## config.mk

```make
export PLATFORM = sky130hd
export DESIGN_NAME = sac_top
export DESIGN_NICKNAME = d
export VERILOG_FILES = /design/src/core/sac_sar.v /design/src/core/sac_top.v
export VERILOG_INCLUDE_DIRS = /design/src /design/src/core
export SDC_FILE = /design/constraint.sdc
export NUM_CORES = 1
export LEC_CHECK = 0
export CAP_MARGIN = 40
export CORE_MARGIN = 2
export CORE_UTILIZATION = 40
export CTS_CLUSTER_DIAMETER = 120
export CTS_CLUSTER_SIZE = 10
export DETAILED_ROUTE_END_ITERATION = 10
export DONT_BUFFER_PORTS = 1
export PLACE_DENSITY = 0.6
export SYNTH_ARGS = -nofsm -noshare
export SYNTH_HDL_FRONTEND = slang
export SYNTH_SLANG_ARGS = --single-unit
```

## constraint.sdc

```tcl
create_clock -name sys_clk -period 2.5 [get_ports sys_clk]
set_input_delay 0.375 -clock sys_clk [delete_from_list [all_inputs] [get_ports sys_clk]]
set_output_delay 0.375 -clock sys_clk [all_outputs]
set_load 0.05 [all_outputs]
```

## src/core/sac_map.vh

```
// constants for the serial converter control block
// assumes a 200 MHz system clock; included by bare name
`ifndef SAC_MAP_VH
`define SAC_MAP_VH

// ==========================================================
// clock and timing
`define SAC_CLK_NS 5
`define SAC_CONV_INT_NS 41000
`define SAC_CONV_INT_CYC ((`SAC_CONV_INT_NS) / (`SAC_CLK_NS))
`define SAC_CONV_INT_TICKS 11
`define SAC_CONV_EXT_TICKS 44
`define SAC_SAR_STEPS 10
`define SAC_BBM_CYC 4'h2

// ==========================================================
// serial framing
`define SAC_ADDR_BITS 4
`define SAC_RES_BITS 10
`define SAC_FALL_LAST_DATA 5'h08
`define SAC_FALL_START 5'h09
`define SAC_FALL_SAMPLE 5'h03
`define SAC_FALL_END 5'h0f
`define SAC_RISE_ADDR 5'h04
`define SAC_RISE_TENTH 5'h0a
`define SAC_CNT_MAX 5'h10
`define SAC_CNT_TEN 5'h0a

// ==========================================================
// address codes and self-test values
`define SAC_ADDR_LAST_CH 4'ha
`define SAC_ADDR_MID 4'hb
`define SAC_ADDR_LOW 4'hc
`define SAC_ADDR_HIGH 4'hd
`define SAC_VAL_MID 10'h200
`define SAC_VAL_LOW 10'h000
`define SAC_VAL_HIGH 10'h3ff

// ==========================================================
// input synchroniser bits: cs_b, sclk, din, conv clock, comparator
`define SAC_IN_CS 0
`define SAC_IN_SCLK 1
`define SAC_IN_DIN 2
`define SAC_IN_CCLK 3
`define SAC_IN_COMP 4
`define SAC_IN_RST 5'h01

`endif

```

## src/core/sac_sar.v

```verilog
// successive-approximation register for the converter
// assumes start and step pulses on sys_clk, comparator already synced
`timescale 1ns/100ps
`default_nettype none
`include "sac_map.vh"

module sac_sar (
    // clock, reset, enable
    input wire sys_clk,
    input wire rst_b,
    input wire ce,
    // control
    input wire start,
    input wire step,
    input wire comp_ge,
    // trial word, final once all bits resolved
    output wire [9:0] trial
);

reg [9:0] trial_r;
reg [9:0] bit_r;

// ==========================================================
// one bit resolved per step, msb first
always @(posedge sys_clk) begin
    if (!rst_b) begin
        trial_r <= 10'h000;
        bit_r <= 10'h000;
    end else if (ce) begin
        if (start) begin
            trial_r <= `SAC_VAL_MID;
            bit_r <= `SAC_VAL_MID;
        end else if (step && (bit_r != 10'h000)) begin
            trial_r <= (comp_ge ? trial_r : (trial_r & ~bit_r)) |
                       (bit_r >> 1);
            bit_r <= bit_r >> 1;
        end
    end
end

assign trial = trial_r;

endmodule
`default_nettype wire

```

## src/core/sac_top.v

```verilog
// serial port and conversion control of a 10-bit sar converter
// assumes host is serial master; pins asynchronous to sys_clk
`timescale 1ns/100ps
`default_nettype none
`include "sac_map.vh"

// Summary of operation
// - internal-oscillator variant drops conversion_done on tenth falling sclk.
// - internal variant raises conversion_done when the new result is ready; external variant holds it high.
// - addresses 0x0..0xa select analog inputs zero to ten.
// - 0xb, 0xc, 0xd select midpoint, lower and upper reference tests.
// - self-tests yield 0x200, 0x000 and 0x3ff without analog stimulus.
// - old input switch opens before the new one closes.
// - external-clock variant converts in exactly 44 conversion_clock cycles.
// - previous result shifts out while next address shifts in.
// - sixteen-clock transfers need the eleventh rising edge before conversion end.
// - in sixteen-bit format only four leading bits carry the address.
// - sixteen-bit result is ten data bits then six zeros.
// - sixteen-bit transfer may be one burst or two 8-clock bursts.
// - internal variant keeps a fixed cycle, independent of host clock.
// - addresses 0xe and 0xf are invalid and select nothing.
// - recognised chip-select fall resets and realigns the serial port.
// - result msb first, one bit per fall, low from the tenth fall.
// - address captured msb first on first four rising edges only.
module sac_top #(
    parameter INT_OSC = 1,
    parameter [15:0] CONV_INT_CYC = `SAC_CONV_INT_CYC
) (
    // clock, reset, enable
    input wire sys_clk,
    input wire rst_b,
    input wire ce,
    // serial port pins
    input wire cs_b,
    input wire sclk,
    input wire din,
    output wire dout,
    output wire dout_oe,
    // conversion clock and done flag
    input wire conversion_clock,
    output wire conversion_done,
    // analog front end
    input wire comp_above,
    output wire [10:0] analog_sel,
    output wire [2:0] test_sel,
    output wire sample_en,
    output wire [9:0] dac_trial,
    // last completed result
    output wire [9:0] result
);

localparam [1:0] ST_PORT = 2'd0;
localparam [1:0] ST_CONV = 2'd1;
localparam [15:0] INT_STEP = CONV_INT_CYC / 16'd`SAC_CONV_INT_TICKS;
localparam [5:0] LAST_TICK = INT_OSC ?
    6'd`SAC_CONV_INT_TICKS - 6'd1 : 6'd`SAC_CONV_EXT_TICKS - 6'd1;

// ==========================================================
// address decode to switch vector {tests, channels}
function [13:0] sel_dec;
    input [3:0] a;
    begin
        sel_dec = 14'h0000;
        if (a <= `SAC_ADDR_LAST_CH)
            sel_dec = 14'h0001 << a;
        else if (a <= `SAC_ADDR_HIGH)
            sel_dec = 14'h0001 << a;
    end
endfunction

// ==========================================================
// pin synchronisers, three stages, filtered on agreement
wire [4:0] in_raw = {comp_above, conversion_clock, din, sclk, cs_b};
wire [4:0] in_rst = `SAC_IN_RST;
reg [4:0] s1_r;
reg [4:0] s2_r;
reg [4:0] s3_r;
reg [4:0] filt_r;
wire [4:0] chg = ~(s2_r ^ s3_r) & (s3_r ^ filt_r);
wire [4:0] rise = chg & s3_r;
wire [4:0] fall = chg & ~s3_r;

genvar gi;
generate
    for (gi = 0; gi < 5; gi = gi + 1) begin : g_sync
        always @(posedge sys_clk) begin
            if (!rst_b) begin
                s1_r[gi] <= in_rst[gi];
                s2_r[gi] <= in_rst[gi];
                s3_r[gi] <= in_rst[gi];
                filt_r[gi] <= in_rst[gi];
            end else if (ce) begin
                s1_r[gi] <= in_raw[gi];
                s2_r[gi] <= s1_r[gi];
                s3_r[gi] <= s2_r[gi];
                if (s2_r[gi] == s3_r[gi])
                    filt_r[gi] <= s3_r[gi];
            end
        end
    end
endgenerate

wire cs_act = ~filt_r[`SAC_IN_CS];
wire cs_fall = fall[`SAC_IN_CS];
wire sclk_rise = rise[`SAC_IN_SCLK] & cs_act;
wire sclk_fall = fall[`SAC_IN_SCLK] & cs_act;

// ==========================================================
// state
reg [1:0] st_r;
reg [4:0] fall_cnt_r;
reg [4:0] rise_cnt_r;
reg [3:0] addr_r;
reg [3:0] conv_addr_r;
reg [9:0] shift_r;
reg dout_r;
reg done_r;
reg long_r;
reg samp_r;
reg [9:0] result_r;
reg [5:0] tick_cnt_r;
reg [15:0] sub_r;
reg sar_start_r;
reg [13:0] closed_r;
reg [3:0] gap_r;

wire int_tick = (sub_r == INT_STEP - 16'd1);
wire tick = (st_r == ST_CONV) &
    (INT_OSC ? int_tick : rise[`SAC_IN_CCLK]);
wire sar_step = tick & (tick_cnt_r < 6'd`SAC_SAR_STEPS);
wire conv_end = tick & (tick_cnt_r == LAST_TICK);
wire [9:0] sar_val;

// self-test compares against a fixed level, invalid address gives low, else the pin
wire [13:0] conv_dec = sel_dec(conv_addr_r);
reg comp_ge;
always @* begin
    comp_ge = filt_r[`SAC_IN_COMP];
    if (conv_dec[11])
        comp_ge = (`SAC_VAL_MID >= sar_val);
    else if (conv_dec[12])
        comp_ge = (`SAC_VAL_LOW >= sar_val);
    else if (conv_dec[13])
        comp_ge = (`SAC_VAL_HIGH >= sar_val);
    else if (conv_dec == 14'h0000)
        comp_ge = 1'b0;
end

sac_sar u_sar (
    .sys_clk(sys_clk),
    .rst_b(rst_b),
    .ce(ce),
    .start(sar_start_r),
    .step(sar_step),
    .comp_ge(comp_ge),
    .trial(sar_val)
);

// ==========================================================
// serial port and conversion sequencer
always @(posedge sys_clk) begin
    if (!rst_b) begin
        st_r <= ST_PORT;
        fall_cnt_r <= 5'h00;
        rise_cnt_r <= 5'h00;
        addr_r <= 4'h0;
        conv_addr_r <= 4'h0;
        shift_r <= 10'h000;
        dout_r <= 1'b0;
        done_r <= 1'b1;
        long_r <= 1'b0;
        samp_r <= 1'b0;
        result_r <= 10'h000;
        tick_cnt_r <= 6'h00;
        sub_r <= 16'h0000;
        sar_start_r <= 1'b0;
    end else if (ce) begin
        sar_start_r <= 1'b0;
        if (cs_fall) begin
            st_r <= ST_PORT; // also aborts a conversion
            done_r <= 1'b1;
            fall_cnt_r <= 5'h00;
            rise_cnt_r <= 5'h00;
            shift_r <= result_r;
            dout_r <= result_r[9];
            long_r <= 1'b0;
            samp_r <= 1'b0;
        end else begin
            if (sclk_rise && rise_cnt_r < `SAC_CNT_MAX) begin
                rise_cnt_r <= rise_cnt_r + 5'h01;
                if (rise_cnt_r < `SAC_RISE_ADDR)
                    addr_r <= {addr_r[2:0], filt_r[`SAC_IN_DIN]};
                if (st_r == ST_CONV && rise_cnt_r == `SAC_RISE_TENTH)
                    long_r <= 1'b1;
            end
            if (sclk_fall && fall_cnt_r < `SAC_CNT_MAX) begin
                fall_cnt_r <= fall_cnt_r + 5'h01;
                if (fall_cnt_r < `SAC_FALL_LAST_DATA + 5'h01) begin
                    shift_r <= {shift_r[8:0], 1'b0};
                    dout_r <= shift_r[8];
                end else
                    dout_r <= 1'b0;
                if (fall_cnt_r == `SAC_FALL_SAMPLE)
                    samp_r <= 1'b1;
                if (st_r == ST_PORT && fall_cnt_r == `SAC_FALL_START) begin
                    st_r <= ST_CONV;
                    samp_r <= 1'b0;
                    done_r <= 1'b0;
                    conv_addr_r <= addr_r;
                    sar_start_r <= 1'b1;
                    tick_cnt_r <= 6'h00;
                    sub_r <= 16'h0000;
                end
                if (st_r == ST_PORT && fall_cnt_r == `SAC_FALL_END) begin
                    fall_cnt_r <= 5'h00; // long transfer ends
                    rise_cnt_r <= 5'h00;
                    shift_r <= result_r;
                    dout_r <= result_r[9];
                    long_r <= 1'b0;
                end
            end
            if (st_r == ST_CONV) begin
                sub_r <= int_tick ? 16'h0000 : sub_r + 16'h0001;
                if (tick)
                    tick_cnt_r <= tick_cnt_r + 6'h01;
                if (conv_end) begin
                    st_r <= ST_PORT;
                    result_r <= sar_val;
                    done_r <= 1'b1;
                    if ((fall_cnt_r == `SAC_CNT_TEN && !long_r) ||
                        fall_cnt_r == `SAC_CNT_MAX ||
                        (sclk_fall && fall_cnt_r == `SAC_FALL_END)) begin
                        fall_cnt_r <= 5'h00;
                        rise_cnt_r <= 5'h00;
                        shift_r <= sar_val;
                        dout_r <= sar_val[9];
                        long_r <= 1'b0;
                    end
                end
            end
        end
    end
end

// ==========================================================
// input switches, break before make
wire [3:0] mux_addr = (st_r == ST_PORT && rise_cnt_r >= `SAC_RISE_ADDR) ?
    addr_r : conv_addr_r;
wire [13:0] want = sel_dec(mux_addr);

always @(posedge sys_clk) begin
    if (!rst_b) begin
        closed_r <= 14'h0000;
        gap_r <= 4'h0;
    end else if (ce) begin
        if (closed_r != want) begin
            if (closed_r != 14'h0000) begin
                closed_r <= 14'h0000;
                gap_r <= `SAC_BBM_CYC;
            end else if (gap_r == 4'h0)
                closed_r <= want;
            else
                gap_r <= gap_r - 4'h1;
        end
    end
end

assign dout = dout_r;
assign dout_oe = cs_act;
assign conversion_done = INT_OSC ? done_r : 1'b1;
assign analog_sel = closed_r[10:0];
assign test_sel = closed_r[13:11];
assign sample_en = samp_r;
assign dac_trial = sar_val;
assign result = result_r;

endmodule
`default_nettype wire

```

==> flow_metrics.env, run 1 <==
export IMPL_status="finished with violations"
export IMPL_failed_checks="negative setup slack"
export IMPL_htree_levels=4
export IMPL_most_frequent_standard_cell_in_the_layout_excluding_fill_and_tap_cells="buf_4"
export IMPL_vdd_drop_max_mv=0.453
export IMPL_final_min_clock_period_ns=2.59
export IMPL_initial_cell_density_of_the_core=0.407
export IMPL_relSlewSlack=0.599
export IMPL_pre_cts_slack_ns=-0.231
export IMPL_fin_tns_setup_ns=-0.367
export IMPL_clock_root_buffer="clkbuf_16"
export IMPL_hpwl_um=13400
export IMPL_synth_lib_cells_used_distinct=84
export IMPL_timing_critical_path_required_ns=2.80
export IMPL_finalWeightedCongestion=0.960
export IMPL_slew_viol_final=0
export IMPL_grt_util_all_layers=0.221
export IMPL_grt_setup_unrepaired="true"
export IMPL_number_of_drc_markers_in_iteration_0=445
export IMPL_yosys_warnings=0
export IMPL_report_final_hold_viol_count=0
export IMPL_io_buffer_count=0
export IMPL_fin_ws_ns=-0.0885
export IMPL_die_height_um=133
export IMPL_clockBufferDepth=2
export IMPL_dpl_instance_area_mm2=0.00795
export IMPL_worst_r2r_dst="shift_r[6]"
export IMPL_netlist_area_mm2=0.00669
export IMPL_worstHoldEndpoint="s1_r[0]"
export IMPL_fin_area_mm2=0.00906
export IMPL_number_of_design_rule_violations_left_after_detail_routing=0
export IMPL_synth_fp_nets=822
export IMPL_grt_overflow_total=0
export IMPL_power_total_uw=5300
export IMPL_post_route_period_util=1.04
export IMPL_placed_cells=1124
export IMPL_worst_path_largest_cell_delay_ns=0.67
export IMPL_async_flop_share=0
export IMPL_timing_worst_setup_path_type="flip-flop to flip-flop"
export IMPL_total_power_density_per_cell_area_mw_per_mm2=585
export IMPL_worst_skew_pair_late_latency_ns=0.42
export IMPL_synth_top_cells_by_area="dfxtp_1 (36%), nor2_1 (5.6%), mux2i_1 (5.4%)"
export IMPL_placeableCoreArea_mm2=0.0165
export IMPL_num_vias=6563
export IMPL_drt_antenna_violating_nets=0
export IMPL_clock_skew_ns=0.00915
export IMPL_fp_dieArea_mm2=0.0178
export IMPL_power_static_leakage_uw=0.00355
export IMPL_critPathSlowestCell="or4_4"
export IMPL_antenna_found_initial=0
export IMPL_depth_of_the_worst_hold_timing_path=1
export IMPL_seq_area_frac_synth=0.359
export IMPL_grt_pass1_vias=6227
export IMPL_detailedRoute_firstPassIterationCount=6
export IMPL_hold_fix_buffers_cts=0
export IMPL_grt_first_pass_wirelength_um=31900
export IMPL_post_synthesis_register_bit_count=120
export IMPL_critical_path_cell_chain="inv_2 -> ha_4 -> nor4b_2 -> and3_1 -> nand3_2 -> or4_4 -> mux2_4 -> a222oi_1 -> nor2_1"
export IMPL_cts_buffers=17
export IMPL_crit_reg2reg_launch="sub_r[1]"
export IMPL_fp_row_count=47
export IMPL_netlist_instances=802
export IMPL_ys_flop_type="dfxtp_1"
export IMPL_hold_class="primary input to flip-flop"
export IMPL_cp_start_kind="flip-flop"
export IMPL_final_cell_mix="buf_4 (170), dfxtp_1 (110), nor2_1 (97), nand2_1 (60), a21oi_1 (50)"
export IMPL_fmax_mhz=386
export IMPL_vias_per_cell=5.56
export IMPL_cts_tree="yes"
export IMPL_synth_to_final_area_change_pct=35.3
export IMPL_post_drt_wl_per_cell_um=16.6
export IMPL_synth_edff_count=0
export IMPL_totalWireLength_um=19600
export IMPL_fp_dieW_um=133
export IMPL_drive_above_1_share=0.334
export IMPL_cts_sink_count=120
export IMPL_worst_endpoint_arrival_ns=2.89
export IMPL_setup_viol=8
export IMPL_synth_largest_area_cell="dfxtp_1"
export IMPL_antennaDiodeCount=0
export IMPL_crit_path_max_fanout=5
export IMPL_final_net_count=967
export IMPL_io_pin_count=46
export IMPL_post_synth_cell_area_avg_um2=8.35
export IMPL_setup_reg_to_reg_worst_slack_ns=-0.09
export IMPL_netlist_area_leader_share=0.359
export IMPL_timing_worst_slew_pin_value_ns=0.600
export IMPL_worst_hold_startpoint="rst_b"
export IMPL_grt_start_max_net_pins=51
export IMPL_cp_end_kind="flip-flop"
export IMPL_reported_max_cap_violation_count=0
export IMPL_clkSlewWorstSetupHoldPaths_ns=0.06
export IMPL_final_cells=1180
export IMPL_reg2regPathDepth=9
where the power goes:
group	switching [uW]	internal (uW)
sequential	36.5	1950
combinational	393	323
clock	976	1620
critical path: cells and delay by family (launching register included):
kind	cells	cell delay [ns]
adders and majority gates	1	0.14
buffers and inverters	1	0.08
DFF	1	0.32
muxes	1	0.33
AOI/OAI and AO/OA	1	0.31
and+or+nand+nor	5	1.27
worst max-delay path by stage:
stage                   from     endpoint  slack [ns]  cells past startpoint
2_1_floorplan        st_r[1]  closed_r[4]       -0.06                      9
3_3_place_gp         st_r[1]     gap_r[0]       -0.23                      8
3_5_place_dp         st_r[1]     gap_r[0]       -0.23                      9
6_report            sub_r[1]   shift_r[6]       -0.09                      9
5_1_grt        fall_cnt_r[0]   shift_r[6]       -0.19                      9
4_1_cts        fall_cnt_r[0]   shift_r[7]       -0.06                      9
flip-flops by register name, summed over array words and instances, names as in the netlist, 5 cells and up:
signal,flops
closed_r,14
fall_cnt_r,5
result,10
rise_cnt_r,5
shift_r,9
sub_r,16
tick_cnt_r,6
u_sar.bit_r,10
u_sar.trial,10
through the flow:
| stage | hold WS, ns | utilization |
|---|---|---|
| global route | 0.0293 | 0.550 |
| detailed placement | 0.449 | 0.483 |
| global placement | 0.449 | 0.483 |
| floorplan | 0.436 | - |
| finish | 0.0373 | 0.550 |
| CTS | 0.0169 | 0.538 |
repair_timing:
action | 4_1_cts | 5_1_grt
endpoints found under the setup margin | 26 | 52
gates cloned | 1 | 0
endpoints found under the hold margin | 0 | 0
pin swaps | 11 | 18
buffers inserted | 18 | 5
gates resized for setup | 34 | 40
cell families (layout without fill, tap and decap cells):
| logic type | Yosys count | count (layout) | share of synthesized area |
|---|---|---|---|
| buf+inv | 95 | 252 | 0.0589 |
| compound gates | 181 | 181 | 0.193 |
| fa+ha+maj | 12 | 12 | 0.0224 |
| mux | 59 | 59 | 0.0970 |
| xor+xnor | 14 | 14 | 0.0183 |
| simple gates | 321 | 322 | 0.252 |
| flops | 120 | 120 | 0.359 |
layout make-up:
class	count	area (um2)
tap	220	275
sequential	120	2420
inverter	42	158
clock buffer	18	439
clock inverter	14	185
multi-input combinational	588	4190
timing repair buffer	178	1380
fill	1529	7410
routing by layer:
layer | wire length, um | up-vias | track usage
met5 | 0 | - | 0
met4 | 250 | 0 | 0.0686
met1 | 9030 | 3113 | 0.293
met2 | 9280 | 190 | 0.367
met3 | 1010 | 25 | 0.0411
li1 | - | 3235 | -
cell usage after synthesis (8+ instances only):
master	number
nand2b_1	12
o211ai_1	16
nand2_1	61
a21oi_1	52
a222oi_1	8
nor4b_1	8
dfxtp_1	120
mux2_2	14
o22ai_2	10
mux2_4	8
nand3_1	19
ha_1	12
nor4_1	18
mux2i_1	36
nand4_1	17
clkbuf_1	41
o21ai_0	25
nor2_1	100
nor3_1	20
inv_1	41
xor2_1	12
Power figures use the tool's default switching activity.
==> run 2: changes to the inputs <==
--- a/config.mk
+++ b/config.mk
@@ -8,12 +8,12 @@
 export LEC_CHECK = 0
 export CAP_MARGIN = 40
 export CORE_MARGIN = 2
-export CORE_UTILIZATION = 40
+export CORE_UTILIZATION = 55
 export CTS_CLUSTER_DIAMETER = 120
 export CTS_CLUSTER_SIZE = 10
 export DETAILED_ROUTE_END_ITERATION = 10
 export DONT_BUFFER_PORTS = 1
-export PLACE_DENSITY = 0.6
+export PLACE_DENSITY = 0.77
 export SYNTH_ARGS = -nofsm -noshare
 export SYNTH_HDL_FRONTEND = slang
 export SYNTH_SLANG_ARGS = --single-unit
==> run 2 against run 1 <==
Effect of this change:
- non-clock buffer count down 50
- die area fell by 27%
- wire length increased by 0.55%
- worst setup slack got worse by 0.15 ns
- register-to-register slack worse by 0.15 ns
- first-iteration DRC count rose by 31%
- the run still ends with negative setup slack left
- core utilization grew 16 points
- clock power fell by 3%
- critical path type unchanged
- combinational power is 10% higher
- cell count shrank 10%
- hold slack lost 0.016 ns
- largest cell class unchanged
- fmax decreased by 5.4%
==> flow_metrics.env, run 2 (same netlist as run 1, synthesis figures left out) <==
export IMPL_fin_area_mm2=0.00852
export IMPL_worst_skew_pair_late_latency_ns=0.43
export IMPL_grt_setup_unrepaired="true"
export IMPL_worst_hold_startpoint="rst_b"
export IMPL_failed_checks="negative setup slack"
export IMPL_hold_class="primary input to flip-flop"
export IMPL_cts_buffers=17
export IMPL_post_route_period_util=1.09
export IMPL_cts_sink_count=120
export IMPL_num_vias=6701
export IMPL_antenna_found_initial=0
export IMPL_timing_worst_slew_pin_value_ns=0.752
export IMPL_cts_tree="yes"
export IMPL_die_height_um=114
export IMPL_fp_dieW_um=114
export IMPL_clock_root_buffer="clkbuf_16"
export IMPL_drt_antenna_violating_nets=0
export IMPL_startpoint="st_r[1]"
export IMPL_cp_end_kind="flip-flop"
export IMPL_largestRegisters="sub_r: 16 flops, closed_r: 14 flops"
export IMPL_fp_row_count=40
export IMPL_crit_reg2reg_launch="st_r[1]"
export IMPL_fin_ws_ns=-0.235
export IMPL_grt_first_pass_wirelength_um=31700
export IMPL_sw_frac_of_total=0.269
export IMPL_status="finished with violations"
export IMPL_power_static_leakage_uw=0.00330
export IMPL_vias_per_cell=6.34
export IMPL_post_drt_wl_per_cell_um=18.6
export IMPL_clockBufferDepth=2
export IMPL_report_final_hold_viol_count=0
export IMPL_fp_dieArea_mm2=0.0131
export IMPL_largest_register_by_flop_count="sub_r"
export IMPL_crit_path_max_fanout=7
export IMPL_timing_critical_path_required_ns=2.81
export IMPL_clkSlewWorstSetupHoldPaths_ns=0.06
export IMPL_number_of_design_rule_violations_left_after_detail_routing=0
export IMPL_final_net_count=917
export IMPL_detailedRoute_firstPassIterationCount=8
export IMPL_largest_register_ffs=16
export IMPL_worst_endpoint_arrival_ns=3.04
export IMPL_n_fill_cell=883
export IMPL_slew_viol_final=0
export IMPL_final_min_clock_period_ns=2.74
export IMPL_grt_util_all_layers=0.303
export IMPL_clock_skew_ns=0.00798
export IMPL_worst_hold_slack_ns=0.0214
export IMPL_grt_pass1_vias=6612
export IMPL_placeableCoreArea_mm2=0.0120
export IMPL_antennaDiodeCount=0
export IMPL_fmax_mhz=366
export IMPL_totalWireLength_um=19700
export IMPL_relSlewSlack=0.492
export IMPL_hold_fix_buffers_cts=0
export IMPL_drive_above_1_share=0.280
export IMPL_p_int_uw=3870
export IMPL_initial_cell_density_of_the_core=0.560
export IMPL_p_clk_frac=0.475
export IMPL_switching_power_uw=1420
export IMPL_htree_levels=4
export IMPL_grt_start_max_net_pins=45
export IMPL_vdd_drop_max_mv=0.597
export IMPL_dpl_instance_area_mm2=0.00755
export IMPL_p_comb_frac=0.149
export IMPL_synth_to_final_area_change_pct=27.3
export IMPL_total_power_density_per_cell_area_mw_per_mm2=621
export IMPL_timing_worst_setup_path_type="flip-flop to flip-flop"
export IMPL_io_pin_count=46
export IMPL_setup_viol=27
export IMPL_power_frac_seq=0.376
export IMPL_grt_overflow_total=0
export IMPL_number_of_drc_markers_in_iteration_0=581
export IMPL_hpwl_um=13200
export IMPL_cp_start_kind="flip-flop"
export IMPL_reported_max_cap_violation_count=0
export IMPL_pre_cts_slack_ns=-0.225
export IMPL_most_frequent_standard_cell_in_the_layout_excluding_fill_and_tap_cells="buf_4"
export IMPL_final_cell_mix="buf_4 (118), dfxtp_1 (114), nor2_1 (98), nand2_1 (60), a21oi_1 (51)"
export IMPL_finalWeightedCongestion=0.953
export IMPL_io_buffer_count=0
[run 2: per-layer routing]
layer,share of wire,global-route usage,vias to the layer above
li1,-,-,3131
met1,0.40,0.363,3214
met2,0.50,0.528,290
met3,0.074,0.0715,66
met4,0.025,0.114,0
met5,0,0,-
[run 2: timing repair]
item | in CTS | in global routing
resized for setup | 25 | 30
cloned | 2 | 1
setup endpoints to repair | 29 | 64
pin swaps | 8 | 24
buffers inserted | 7 | 6
[run 2: metrics by stage]
step	total power (uW)	utilization	cells	TNS, ns
after floorplan	2480	-	802	-0.686
after global placement	2610	0.631	1009	-1.90
after detailed placement	2640	0.631	1009	-2.78
after CTS	5230	0.697	1050	-3.17
after global routing	5470	0.713	1057	-6.72
final	5290	0.713	1057	-4.42
[run 2: worst max-delay path, cell delays in order (launching register included)]
cell	delay, ns
dfxtp_2	0.32
or2_4	0.25
buf_6	0.14
o2111a_1	0.28
or4_4	0.44
o311ai_4	0.29
o211ai_4	0.15
buf_4	0.17
o2111ai_4	0.28
clkbuf_16	0.23
o22ai_2	0.06
[run 2: path summary, 6_finish.rpt]
check / endpoint / slack, ns / depth (start not counted)
worst min-delay path: s1_r[0] / 0.02 / 1
worst max register to register: closed_r[10] / -0.24 / 10
worst max-delay path: closed_r[10] / -0.24 / 10
worst min register to register: filt_r[4] / 0.47 / 2
[run 2: power by group through the flow]
stage               registers (uW)  logic, uW  clock network (uW)
floorplan                     2050        428                   0
global placement              2030        582                   0
detailed placement            2030        610                   0
CTS                           1990        706                2530
global route                  2000        839                2630
finish                        1990        790                2510
[run 2: cell type report]
class | count | area (um2) | area share
repair buffers | 128 | 1030 | 0.121
clock buffers | 17 | 425 | 0.0499
flip-flops and latches | 120 | 2410 | 0.283
clock inverters | 15 | 178 | 0.0208
well taps | 147 | 184 | 0.0216
multi-input cells | 588 | 4140 | 0.485
inverters | 42 | 158 | 0.0185
